## src/hw/epu_consts.vh

```
// constants for the panel driver power, update and mode command decoder
`ifndef EPU_CONSTS_VH
`define EPU_CONSTS_VH

// ==========================================================
// command codes
`define EPU_CMD_POWER_ON 8'h11
`define EPU_CMD_POWER_DOWN 8'h12
`define EPU_CMD_UPDATE_START 8'h13
`define EPU_CMD_BACKPLANE 8'h20
`define EPU_CMD_COLOUR 8'h21
`define EPU_CMD_WAVEFORM 8'h22
`define EPU_CMD_THERMAL 8'h23

// ==========================================================
// parameter byte field positions
`define EPU_NBP_BIT 0
`define EPU_MODE_HI 3
`define EPU_MODE_LO 2
`define EPU_WAVE_HI 2
`define EPU_WAVE_LO 0

// ==========================================================
// reset values and the prohibited waveform number
`define EPU_NBP_RST 1'h0
`define EPU_MODE_RST 2'h0
`define EPU_WAVE_RST 3'h1
`define EPU_WAVE_PROHIBITED 3'h0

// ==========================================================
// colour modes
`define EPU_MODE_NORMAL 2'h0
`define EPU_MODE_REVERSE 2'h1
`define EPU_MODE_WHITE 2'h2
`define EPU_MODE_BLACK 2'h3

// ==========================================================
// waveform sources
`define EPU_SRC_HOST_TABLE 2'h0
`define EPU_SRC_FLASH_CHOICE 2'h1
`define EPU_SRC_FLASH_THERMAL 2'h2

// ==========================================================
// timing
`define EPU_CLK_KHZ 25000
`define EPU_WARMUP_MS 200
`define EPU_THERMAL_US 3500
`define EPU_UPDATE_CYCLES 1000
`define EPU_SHUTDOWN_STEPS 2

`endif

```

## src/hw/epu_cmd_decoder.v

```verilog
// power, update, colour mode, waveform and thermal command decoder
`timescale 1ns/10ps
`default_nettype none
`include "epu_consts.vh"

module epu_cmd_decoder #(
    parameter [22:0] WARMUP_CYCLES = `EPU_WARMUP_MS * `EPU_CLK_KHZ,
    parameter [22:0] THERMAL_CYCLES = `EPU_THERMAL_US * `EPU_CLK_KHZ / 1000,
    parameter [22:0] UPDATE_CYCLES = `EPU_UPDATE_CYCLES
) (
    input wire mclk,                        // 25 MHz system clock
    input wire rst_b,                       // async reset, active low
    input wire cmd_strobe,                  // one-cycle pulse: command byte valid
    input wire [7:0] cmd_code,              // command byte
    input wire param_strobe,                // one-cycle pulse: parameter byte valid
    input wire [7:0] param_byte,            // parameter byte
    input wire cap_booster_select,          // 1: capacitor booster supplies
    input wire nvm_bypass,                  // 1: host waveform table in use
    input wire auto_thermal_pick,           // automatic temperature pick on
    input wire secondary_select_pin,        // pin: high means slave chip
    input wire update_trigger_pin,          // pin: update trigger from master
    input wire chain_clock_pin,             // pin: chain clock from master
    input wire [6:0] thermal_adc_value,     // temperature detector output
    input wire [41:0] thermal_bounds,       // temperature boundaries, ascending
    output reg first_boost_rail_en,         // first boost rail on
    output reg panel_drive_rail_en,         // panel drive rail on
    output reg second_boost_rail_en,        // second boost rail on
    output reg high_voltage_regulator_en,   // high-voltage regulator on
    output reg osc_en,                      // internal oscillator run
    output reg update_busy,                 // display update in progress
    output reg backplane_drive_black,       // backplane drive, 1 black
    output reg thermal_busy,                // temperature conversion running
    output reg [6:0] thermal_result,        // last conversion result
    output reg [4:0] state_out,             // one-hot supply state
    output wire [1:0] wave_source,          // selected waveform source
    output wire [2:0] wave_index            // selected flash waveform
);

// ==========================================================
// one-hot states
localparam [4:0] ST_STANDBY = 5'h01;
localparam [4:0] ST_WARMUP = 5'h02;
localparam [4:0] ST_STABLE = 5'h04;
localparam [4:0] ST_UPDATE = 5'h08;
localparam [4:0] ST_SHUTDOWN = 5'h10;
localparam [22:0] SHUTDOWN_LAST = `EPU_SHUTDOWN_STEPS - 1;

reg [4:0] state_reg;
reg [4:0] state_next;
reg [22:0] cnt_reg;
reg [22:0] cnt_next;
reg [22:0] thr_cnt_reg;
reg [2:0] pend_reg;
reg next_backplane_bit_reg;
reg [1:0] colour_mode_reg;
reg [2:0] waveform_choice_reg;
reg chain_prev_reg;
reg bp_next;
reg rails_on;

wire [9:0] pins_s;
wire slave_s;
wire trig_s;
wire chain_s;
wire [6:0] adc_s;
wire chain_rise;
wire cmd_ok;
wire at_standby;
wire at_stable;
wire in_update;
wire take_power_on;
wire take_power_down;
wire take_update;
wire take_trigger;
wire take_thermal;
wire take_mode_cmd;

// ==========================================================
// pin synchronisers
epu_sync2 #(
    .WIDTH(10)
) u_sync (
    .mclk(mclk),
    .rst_b(rst_b),
    .din({thermal_adc_value, chain_clock_pin, update_trigger_pin, secondary_select_pin}),
    .dout(pins_s)
);

assign slave_s = pins_s[0];
assign trig_s = pins_s[1];
assign chain_s = pins_s[2];
assign adc_s = pins_s[9:3];

// ==========================================================
// chain clock rising edge from the synchronised copy
always @(posedge mclk or negedge rst_b) begin
    if (!rst_b) begin
        chain_prev_reg <= 1'b0;
    end else begin
        chain_prev_reg <= chain_s;
    end
end

assign chain_rise = chain_s & ~chain_prev_reg;

// ==========================================================
// command acceptance, nothing taken while converting
assign at_standby = state_reg[0];
assign at_stable = state_reg[2];
assign in_update = state_reg[3];
assign cmd_ok = cmd_strobe & ~thermal_busy;
assign take_power_on = cmd_ok & at_standby & (cmd_code == `EPU_CMD_POWER_ON);
assign take_power_down = cmd_ok & at_stable & (cmd_code == `EPU_CMD_POWER_DOWN);
assign take_update = cmd_ok & at_stable & ~slave_s
    & (cmd_code == `EPU_CMD_UPDATE_START);
assign take_trigger = at_stable & slave_s & ~thermal_busy & chain_rise & trig_s;
assign take_thermal = cmd_ok & (at_standby | at_stable)
    & (cmd_code == `EPU_CMD_THERMAL);
assign take_mode_cmd = cmd_ok & ~in_update;

// ==========================================================
// state and shared counter next values
always @* begin
    state_next = state_reg;
    cnt_next = cnt_reg;
    case (state_reg)
        ST_STANDBY: begin
            if (take_power_on) begin
                state_next = ST_WARMUP;
                cnt_next = 23'h000000;
            end
        end
        ST_WARMUP: begin
            if (cnt_reg == WARMUP_CYCLES - 23'h000001) begin
                state_next = ST_STABLE;
            end else begin
                cnt_next = cnt_reg + 23'h000001;
            end
        end
        ST_STABLE: begin
            if (take_power_down) begin
                state_next = ST_SHUTDOWN;
                cnt_next = 23'h000000;
            end else if (take_update || take_trigger) begin
                state_next = ST_UPDATE;
                cnt_next = 23'h000000;
            end
        end
        ST_UPDATE: begin
            if (cnt_reg == UPDATE_CYCLES - 23'h000001) begin
                state_next = ST_STABLE;
            end else begin
                cnt_next = cnt_reg + 23'h000001;
            end
        end
        ST_SHUTDOWN: begin
            if (cnt_reg == SHUTDOWN_LAST) begin
                state_next = ST_STANDBY;
            end else begin
                cnt_next = cnt_reg + 23'h000001;
            end
        end
        default: begin
            state_next = ST_STANDBY;
            cnt_next = 23'h000000;
        end
    endcase
end

// ==========================================================
// supplies on from warm-up until shutdown begins
always @* begin
    rails_on = state_next[1] | state_next[2] | state_next[3];
end

// ==========================================================
// backplane drive from colour mode, stored bit rewritten only by its parameter byte
always @* begin
    case (colour_mode_reg)
        `EPU_MODE_NORMAL: bp_next = next_backplane_bit_reg;
        `EPU_MODE_REVERSE: bp_next = ~next_backplane_bit_reg;
        `EPU_MODE_WHITE: bp_next = 1'b0;
        `EPU_MODE_BLACK: bp_next = 1'b1;
        default: bp_next = 1'b0;
    endcase
end

// ==========================================================
// state, counter and supply outputs
always @(posedge mclk or negedge rst_b) begin
    if (!rst_b) begin
        state_reg <= ST_STANDBY;
        cnt_reg <= 23'h000000;
        state_out <= ST_STANDBY;
        first_boost_rail_en <= 1'b0;
        panel_drive_rail_en <= 1'b0;
        second_boost_rail_en <= 1'b0;
        high_voltage_regulator_en <= 1'b0;
        osc_en <= 1'b0;
        update_busy <= 1'b0;
        backplane_drive_black <= 1'b0;
    end else begin
        state_reg <= state_next;
        cnt_reg <= cnt_next;
        state_out <= state_next;
        // rails drop on the first shutdown cycle, oscillator one later
        first_boost_rail_en <= rails_on;
        panel_drive_rail_en <= rails_on & ~cap_booster_select;
        second_boost_rail_en <= rails_on & cap_booster_select;
        high_voltage_regulator_en <= rails_on & cap_booster_select;
        osc_en <= rails_on | (state_next[4] & (cnt_next != SHUTDOWN_LAST));
        update_busy <= state_next[3];
        backplane_drive_black <= state_next[3] & bp_next;
    end
end

// ==========================================================
// pending parameter command and stored mode fields
always @(posedge mclk or negedge rst_b) begin
    if (!rst_b) begin
        pend_reg <= 3'h0;
        next_backplane_bit_reg <= `EPU_NBP_RST;
        colour_mode_reg <= `EPU_MODE_RST;
        waveform_choice_reg <= `EPU_WAVE_RST;
    end else if (cmd_strobe) begin
        // a new command byte drops any unfinished parameter wait
        pend_reg[0] <= take_mode_cmd & (cmd_code == `EPU_CMD_BACKPLANE);
        pend_reg[1] <= take_mode_cmd & (cmd_code == `EPU_CMD_COLOUR);
        pend_reg[2] <= take_mode_cmd & (cmd_code == `EPU_CMD_WAVEFORM);
    end else if (param_strobe) begin
        pend_reg <= 3'h0;
        if (pend_reg[0] && !in_update) begin
            next_backplane_bit_reg <= param_byte[`EPU_NBP_BIT];
        end
        if (pend_reg[1] && !in_update) begin
            colour_mode_reg <= param_byte[`EPU_MODE_HI:`EPU_MODE_LO];
        end
        if (pend_reg[2] && !in_update
            && param_byte[`EPU_WAVE_HI:`EPU_WAVE_LO] != `EPU_WAVE_PROHIBITED) begin
            waveform_choice_reg <= param_byte[`EPU_WAVE_HI:`EPU_WAVE_LO];
        end
    end
end

// ==========================================================
// temperature conversion timer and result register
always @(posedge mclk or negedge rst_b) begin
    if (!rst_b) begin
        thermal_busy <= 1'b0;
        thr_cnt_reg <= 23'h000000;
        thermal_result <= 7'h00;
    end else if (take_thermal) begin
        thermal_busy <= 1'b1;
        thr_cnt_reg <= 23'h000000;
    end else if (thermal_busy) begin
        if (thr_cnt_reg == THERMAL_CYCLES - 23'h000001) begin
            thermal_busy <= 1'b0;
            thermal_result <= adc_s;
        end else begin
            thr_cnt_reg <= thr_cnt_reg + 23'h000001;
        end
    end
end

// ==========================================================
// waveform memory selection
epu_wave_pick u_pick (
    .mclk(mclk),
    .rst_b(rst_b),
    .nvm_bypass(nvm_bypass),
    .is_slave(slave_s),
    .auto_thermal_pick(auto_thermal_pick),
    .waveform_choice(waveform_choice_reg),
    .thermal_result(thermal_result),
    .thermal_bounds(thermal_bounds),
    .wave_source(wave_source),
    .wave_index(wave_index)
);

endmodule
`default_nettype wire

```

## src/hw/epu_sync2.v

```verilog
// two flip-flop synchroniser for pins from outside the mclk domain
`timescale 1ns/10ps
`default_nettype none

module epu_sync2 #(
    parameter WIDTH = 1
) (
    input wire mclk,               // system clock
    input wire rst_b,              // async reset, active low
    input wire [WIDTH-1:0] din,    // asynchronous inputs
    output reg [WIDTH-1:0] dout    // synchronised copies
);

reg [WIDTH-1:0] meta_reg;

// ==========================================================
// first stage feeds only the second stage
always @(posedge mclk or negedge rst_b) begin
    if (!rst_b) begin
        meta_reg <= {WIDTH{1'b0}};
        dout <= {WIDTH{1'b0}};
    end else begin
        meta_reg <= din;
        dout <= meta_reg;
    end
end

endmodule
`default_nettype wire

```

## src/hw/epu_wave_pick.v

```verilog
// waveform memory selection from flash bypass, chip role and temperature
`timescale 1ns/10ps
`default_nettype none
`include "epu_consts.vh"

module epu_wave_pick (
    input wire mclk,                  // system clock
    input wire rst_b,                 // async reset, active low
    input wire nvm_bypass,            // 1: host waveform table in use
    input wire is_slave,              // synced secondary select pin
    input wire auto_thermal_pick,     // automatic temperature pick on
    input wire [2:0] waveform_choice, // stored selection 1..7
    input wire [6:0] thermal_result,  // last conversion result
    input wire [41:0] thermal_bounds, // six 7-bit boundaries, ascending
    output reg [1:0] wave_source,     // selected memory source
    output reg [2:0] wave_index       // selected flash waveform
);

wire [5:0] above;
reg [2:0] temp_index;
integer k;

// ==========================================================
// one comparator per temperature boundary
genvar g;
generate
    for (g = 0; g < 6; g = g + 1) begin : gen_bound
        assign above[g] = (thermal_result >= thermal_bounds[g*7+6:g*7]);
    end
endgenerate

// ==========================================================
// waveform number is one plus boundaries passed
always @* begin
    temp_index = 3'h1;
    for (k = 0; k < 6; k = k + 1) begin
        temp_index = temp_index + {2'h0, above[k]};
    end
end

// ==========================================================
// register the source and index
always @(posedge mclk or negedge rst_b) begin
    if (!rst_b) begin
        wave_source <= `EPU_SRC_FLASH_CHOICE;
        wave_index <= `EPU_WAVE_RST;
    end else if (nvm_bypass) begin
        wave_source <= `EPU_SRC_HOST_TABLE;
        wave_index <= waveform_choice;
    end else if (is_slave || !auto_thermal_pick) begin
        wave_source <= `EPU_SRC_FLASH_CHOICE;
        wave_index <= waveform_choice;
    end else begin
        wave_source <= `EPU_SRC_FLASH_THERMAL;
        wave_index <= temp_index;
    end
end

endmodule
`default_nettype wire

```

## config.mk

```make
export PLATFORM = sky130hd
export DESIGN_NAME = epu_cmd_decoder
export DESIGN_NICKNAME = d
export VERILOG_FILES = /design/src/hw/epu_cmd_decoder.v /design/src/hw/epu_sync2.v /design/src/hw/epu_wave_pick.v
export VERILOG_INCLUDE_DIRS = /design/src /design/src/hw
export SDC_FILE = /design/constraint.sdc
export NUM_CORES = 1
export LEC_CHECK = 0
export ABC_AREA = 1
export CORE_AREA = 2 2 139 107
export DETAILED_ROUTE_END_ITERATION = 8
export DIE_AREA = 0 0 141 109
export DONT_BUFFER_PORTS = 1
export PLACE_DENSITY_LB_ADDON = 0.08
export SLEW_MARGIN = 20
export SYNTH_ARGS = -nofsm -noshare
export SYNTH_HDL_FRONTEND = slang
export SYNTH_HIERARCHICAL = 1
export SYNTH_SLANG_ARGS = --single-unit
```

## constraint.sdc

```tcl
create_clock -name mclk -period 3.73 [get_ports mclk]
set_clock_uncertainty 0.05 [all_clocks]
set_input_delay 0.373 -clock mclk [delete_from_list [all_inputs] [get_ports mclk]]
set_output_delay 0.373 -clock mclk [all_outputs]
set_load 0.05 [all_outputs]
```

Word-level counts from Yosys, hierarchy flattened
Cells that the tools add are included.
{ "totals": {"reg_bits": 100, "latchBits": 0, "ramBits": 0, "rom_bits": 0, "inputBits": 75, "out_inout_bits": 25, "mem_count": 0} }
{ "op_classes": {"n_addsub": 8, "mul": 0, "div_mod_pow": 0, "magnitude_cmp": 6, "n_eq_ne": 26, "n_shift": 0, "n_mux": 27, "n_bitwise": 34, "reduce_logical": 18} }
{ "op_table": {"columns": ["op", "count"], "rows": [
  ["23-bit two-way mux", 9],
  ["23-bit case mux with 5 select lines", 1],
  ["23-bit by 1-bit adder with 23-bit output, second input constant", 2],
  ["7-bit >= comparator", 6],
  ["8-bit by 6-bit equality test with 1-bit output, second input constant", 4],
  ["5-bit two-way mux", 6],
  ["5-bit case mux with 5 select lines", 1],
  ["8-bit by 5-bit equality test with 1-bit output, second input constant", 3],
  ["23-bit by 1-bit equality test with 1-bit output, second input constant", 1],
  ["23-bit by 10-bit equality test with 1-bit output, second input constant", 1],
  ["23-bit by 17-bit equality test with 1-bit output, second input constant", 1],
  ["23-bit equality test, second input constant", 1],
  ["23-bit by 1-bit != test with 1-bit output, second input constant", 1],
  ["1-bit bitwise AND", 22],
  ["3-bit by 1-bit adder with 3-bit output", 5],
  ["3-bit two-way mux", 4],
  ["3-bit AND reduction", 4],
  ["2-bit != test, second input constant", 5],
  ["1-bit NOT", 8],
  ["5-bit by 1-bit equality test with 1-bit output, second input constant", 1],
  ["5-bit by 2-bit equality test with 1-bit output, second input constant", 1],
  ["5-bit by 3-bit equality test with 1-bit output, second input constant", 1],
  ["5-bit by 4-bit equality test with 1-bit output, second input constant", 1],
  ["5-bit equality test, second input constant", 1],
  ["16 further kinds", 29]
]} }

Logic depth before layout (Yosys ltp)
{ "logic_depth": {"ltp_word": 12, "depth_mapped": 18, "mapped_depth_nobuf": 18} }

Modules after synthesis
The synthesis kept the hierarchy.
{ "by_module_without_submodules": {"columns": ["mod", "instances", "cells_each", "area_per_inst_um2", "seq_area_each_um2"], "rows": [
  ["epu_cmd_decoder", 1, 781, 5311.3, 1854.3],
  ["epu_wave_pick", 1, 202, 1376.3, 127.6],
  ["epu_sync2", 1, 20, 500.5, 500.5]
]} }

Worst setup path after synthesis
No wires, ideal clock.
{ "synth_timing": {"path_type": "flip-flop to flip-flop", "from": "register thermal_result[0]", "to": "register u_pick.wave_index[1]", "setup_ns": 0.117, "t_arrival_ns": 3.147, "required_time_ns": 3.563, "path_slack_ns": 0.416, "path_stages_with_launch": 15, "n_path_buf": 0, "cell_sequence": "dfrtp_1 -> inv_1 -> ha_1 -> nand2_1 -> nor2_1 -> nand2_1 -> nand3_1 -> nor2_1 -> ha_1 -> fa_1 -> inv_1 -> fa_1 -> fa_1 -> nand2_1 -> nand2_1"} }
{ "synth_via": {"elab_chain_cells": 9} }
{ "synth_lines": {"columns": ["element", "line", "text"], "rows": [
  ["start: declaration", "epu_cmd_decoder.v:33", "output reg [6:0] thermal_result,"],
  ["start signal: assignment", "epu_cmd_decoder.v:258", "thermal_result <= adc_s;"],
  ["7-bit >= comparator", "epu_wave_pick.v:28", "assign above[g] = (thermal_result >= thermal_bounds[g*7+6:g*7]);"],
  ["1-bit by 1-bit adder with 2-bit output", "epu_wave_pick.v:37", "temp_index = temp_index + {2'h0, above[k]};"],
  ["3-bit by 1-bit adder with 3-bit output (4 in a row)", "epu_wave_pick.v:37", null],
  ["3-bit by 1-bit adder with 3-bit output *", "epu_wave_pick.v:37", null],
  ["3-bit two-way mux *", "epu_wave_pick.v:50", "end else if (is_slave || !auto_thermal_pick) begin"],
  ["3-bit two-way mux *", "epu_wave_pick.v:47", "end else if (nvm_bypass) begin"],
  ["end signal: assignment", "epu_wave_pick.v:46", "wave_index <= `EPU_WAVE_RST;"],
  ["end signal: assignment", "epu_wave_pick.v:49", "wave_index <= waveform_choice;"],
  ["end signal: assignment", "epu_wave_pick.v:52", "wave_index <= waveform_choice;"],
  ["end: declaration", "epu_wave_pick.v:16", "output reg [2:0] wave_index"]
]} }
Mark *: on every way between the ends. The rest lies on a longest branch, timed or not.
A chain may end at the register's enable or synchronous reset.

Worst setup path in the final report
{ "layout_timing": {"from": "register thermal_result[4]", "to": "register u_pick.wave_index[1]"} }
The elaborated chain is that of the path after synthesis.

==> results.md <==
* Outcome: finished clean
* Max-cap violation count at 0
* Antenna cells at 0
* Hold_ws at 0.0307 ns
* Clk pin slew, worst setup/hold paths at 0.07 ns
* First-pass GRT wire length at 31100 µm
* Yosys Warn Count at 6
* Reg2reg path depth at 13
* Clock sink total at 99
* Initial antenna violation count at 0
* DR WL/cell at 15.9 µm
* EDFF count, synth at 0
* Num rows at 38
* #FFs+latches synth at 99
* Chip Width at 141 µm
* Worst EP required at 3.92 ns
* Syn Area/Cell at 7.17 µm²
* Wirelength, routed at 19200 µm
* Largest net degree at the start of global routing at 100
* Worst min path class: in2reg
* Synth unique cells at 44
* Ratio of cells with drive above 1 in the final layout at 0.0952
* Clk root buf: clkbuf_16
* Final worst slack at 0.546 ns
* Clock buffer depth at 2
* Total GRT Usage at 0.262
* Via count at 6577
* Place WS at 0.527 ns
* H-tree depth at 3
* Detailed-route DRC error count at 0
* F_max at 0.314 GHz
* Gpl congestion at 0.943
* Core ar. at 14100 µm²
* VDD IR max at 0.298 mV
* Post-DR vias/cell at 5.44
* Final Hold Viols at 0
* Synth Instances at 1003
* Worst slew margin at 0.417
* CP max FO at 7
* Worst-Margin Slew at 0.875 ns
* Final worst-path cycle share at 0.854
* Cell Area, Synth at 7190 µm²
* Arrival @ worst endpoint at 3.38 ns
* Die area at 15400 µm²
* Area Overhead vs Synth at 8.88%
* DP Wirelength at 14800 µm
* Layout Nets at 1148
* Unrepaired setup endpoints after global routing: false
* Number of nets with antenna violations after routing at 0
* Post-synthesis net count at 1127
* TritonCTS Buffers at 9
* PwrDens at 266 nW/µm²
* Ys async rst share at 1.00
* Gr ovfl total at 0
* CP Capture Type: register
* Vias in the first global route at 6004
* CTS tree: built
* Initial Util at 0.509
* # setup viols final at 0
* LEAKAGE at 3.95 nW
* Initial DRC Count at 656
* Max Slew Vio Count at 0
* Crit Path Class: reg2reg
* Top FF cell, synth: dfrtp_1
* Drt first pass iters at 7
* Final min period at 3.18 ns
* Hold depth at 1
* Nature of the critical path startpoint: register
* Chip height at 109 µm
* Port Buffers at 0
* Clock Latency Late Sink at 0.35 ns
* Ports at 100
* Register area share after synthesis at 0.345
* Setup TNS Final at 0 ns
## cell usage in the layout, fill, tap and decap left out, drive strengths merged, types with 2 or more instances in the layout
| cell | instances |
|---|---|
| fa | 3 |
| o21ai | 46 |
| xor2 | 19 |
| nor4 | 6 |
| o31ai | 5 |
| nand4 | 36 |
| dfstp | 4 |
| o21a | 2 |
| clkinv | 5 |
| clkbuf | 11 |
| inv | 151 |
| nand2 | 239 |
| nand3 | 99 |
| nor2 | 155 |
| mux2 | 8 |
| o21bai | 2 |
| nand3b | 3 |
| nor3 | 26 |
| o22ai | 2 |
| buf | 17 |
| dfrtp | 95 |
| dlygate4sd3 | 12 |
| a21o | 2 |
| a21oi | 22 |
| ha | 46 |
| o211ai | 8 |
## cell usage after synthesis (2+ instances only)
cell | number | area share
o21bai_1 | 2 | 0.0021
clkinv_1 | 2 | 0.0010
nand3_1 | 93 | 0.065
o22ai_1 | 2 | 0.0017
a21oi_2 | 2 | 0.0024
nor3_1 | 24 | 0.017
nand3_2 | 4 | 0.0056
fa_1 | 3 | 0.0084
nand2_1 | 226 | 0.12
o21a_1 | 2 | 0.0021
buf_4 | 4 | 0.0042
dfstp_2 | 4 | 0.015
dfrtp_1 | 95 | 0.33
ha_1 | 46 | 0.080
buf_2 | 8 | 0.0056
clkbuf_1 | 2 | 0.0010
nor3_2 | 2 | 0.0028
o31ai_1 | 5 | 0.0052
inv_2 | 12 | 0.0063
nand3_4 | 2 | 0.0049
nor4_1 | 6 | 0.0052
nor2_4 | 5 | 0.0078
o211ai_1 | 8 | 0.0084
inv_1 | 136 | 0.071
o21ai_0 | 31 | 0.022
nand2_4 | 2 | 0.0031
nand2_2 | 11 | 0.0096
nor2_1 | 139 | 0.073
a21oi_1 | 20 | 0.014
buf_6 | 5 | 0.0078
nand3b_1 | 3 | 0.0031
nand4_1 | 35 | 0.030
nor2_2 | 11 | 0.0096
o21ai_1 | 15 | 0.010
xor2_1 | 19 | 0.023
mux2_2 | 8 | 0.013
a21o_1 | 2 | 0.0021
## critical path, stage by stage (launching register included)
cell	delay (ns)
dfrtp_1	0.49
ha_1	0.35
inv_1	0.05
nor2_2	0.12
nand2_1	0.07
a21oi_2	0.10
nor2_1	0.05
ha_1	0.30
fa_1	0.48
inv_1	0.05
fa_1	0.39
fa_1	0.48
nand2_1	0.07
nand2_1	0.04
## area by class of cell
| type | instances | area (µm²) |
|---|---|---|
| Clock buffer | 11 | 243 |
| Sequential cell | 99 | 2480 |
| Clock inverter | 5 | 36.3 |
| Timing Repair Buffer | 29 | 268 |
| Inverter | 151 | 569 |
| Fill cell | 1410 | 6290 |
| Multi-Input combinational cell | 734 | 4000 |
| Tap cell | 180 | 225 |
## metrics by stage
stage                      util  area (µm²)  std cells  power (mW)
final                     0.554        7830       1209        2.09
after global routing      0.554        7830       1209        2.17
after CTS                 0.554        7830       1209        2.11
after detailed placement  0.524        7400       1180        1.18
after global placement    0.524        7400       1180        1.18
after floorplan               -        7190       1003        1.17
## cells by family after synthesis
family	synth area share
simple gates	0.358
buf+inv	0.0978
flops	0.345
compound gates	0.0735
fa+ha+maj	0.0884
xor+xnor	0.0244
mux	0.0125
## routing by layer
layer	global-route usage	wire (µm)	up-vias
met2	0.353	7130	283
met4	0.0686	374	0
met3	0.0711	1910	31
li1	-	-	3301
met1	0.407	9820	2962
met5	0	0	-
## final timing paths
kind,start,end,slack (ns)
max,thermal_result[4],u_pick/wave_index[1],0.55
min,cap_booster_select,panel_drive_rail_en,0.03
max reg2reg,thermal_result[4],u_pick/wave_index[1],0.55
min reg2reg,u_sync/meta_reg[9],u_sync/dout[9],0.30
max in group asynchronous,rst_b,u_pick/wave_index[0],2.68
min in group asynchronous,rst_b,thr_cnt_reg[18],0.56
## where the power goes
group / total (mW) / internal [mW] / switching [mW]
Clock: 0.893 / 0.475 / 0.418
Combinational: 0.0939 / 0.0344 / 0.0595
Sequential: 1.10 / 1.09 / 0.0111
Total: 2.09 / 1.60 / 0.489
## what timing repair did
| item | CTS | global route |
|---|---|---|
| hold buffers | 13 | 0 |
| resized for setup | 0 | 0 |
| buffers inserted | 0 | 0 |
| endpoints found under the hold margin | 110 | 0 |
Power figures use the tool's default switching activity.
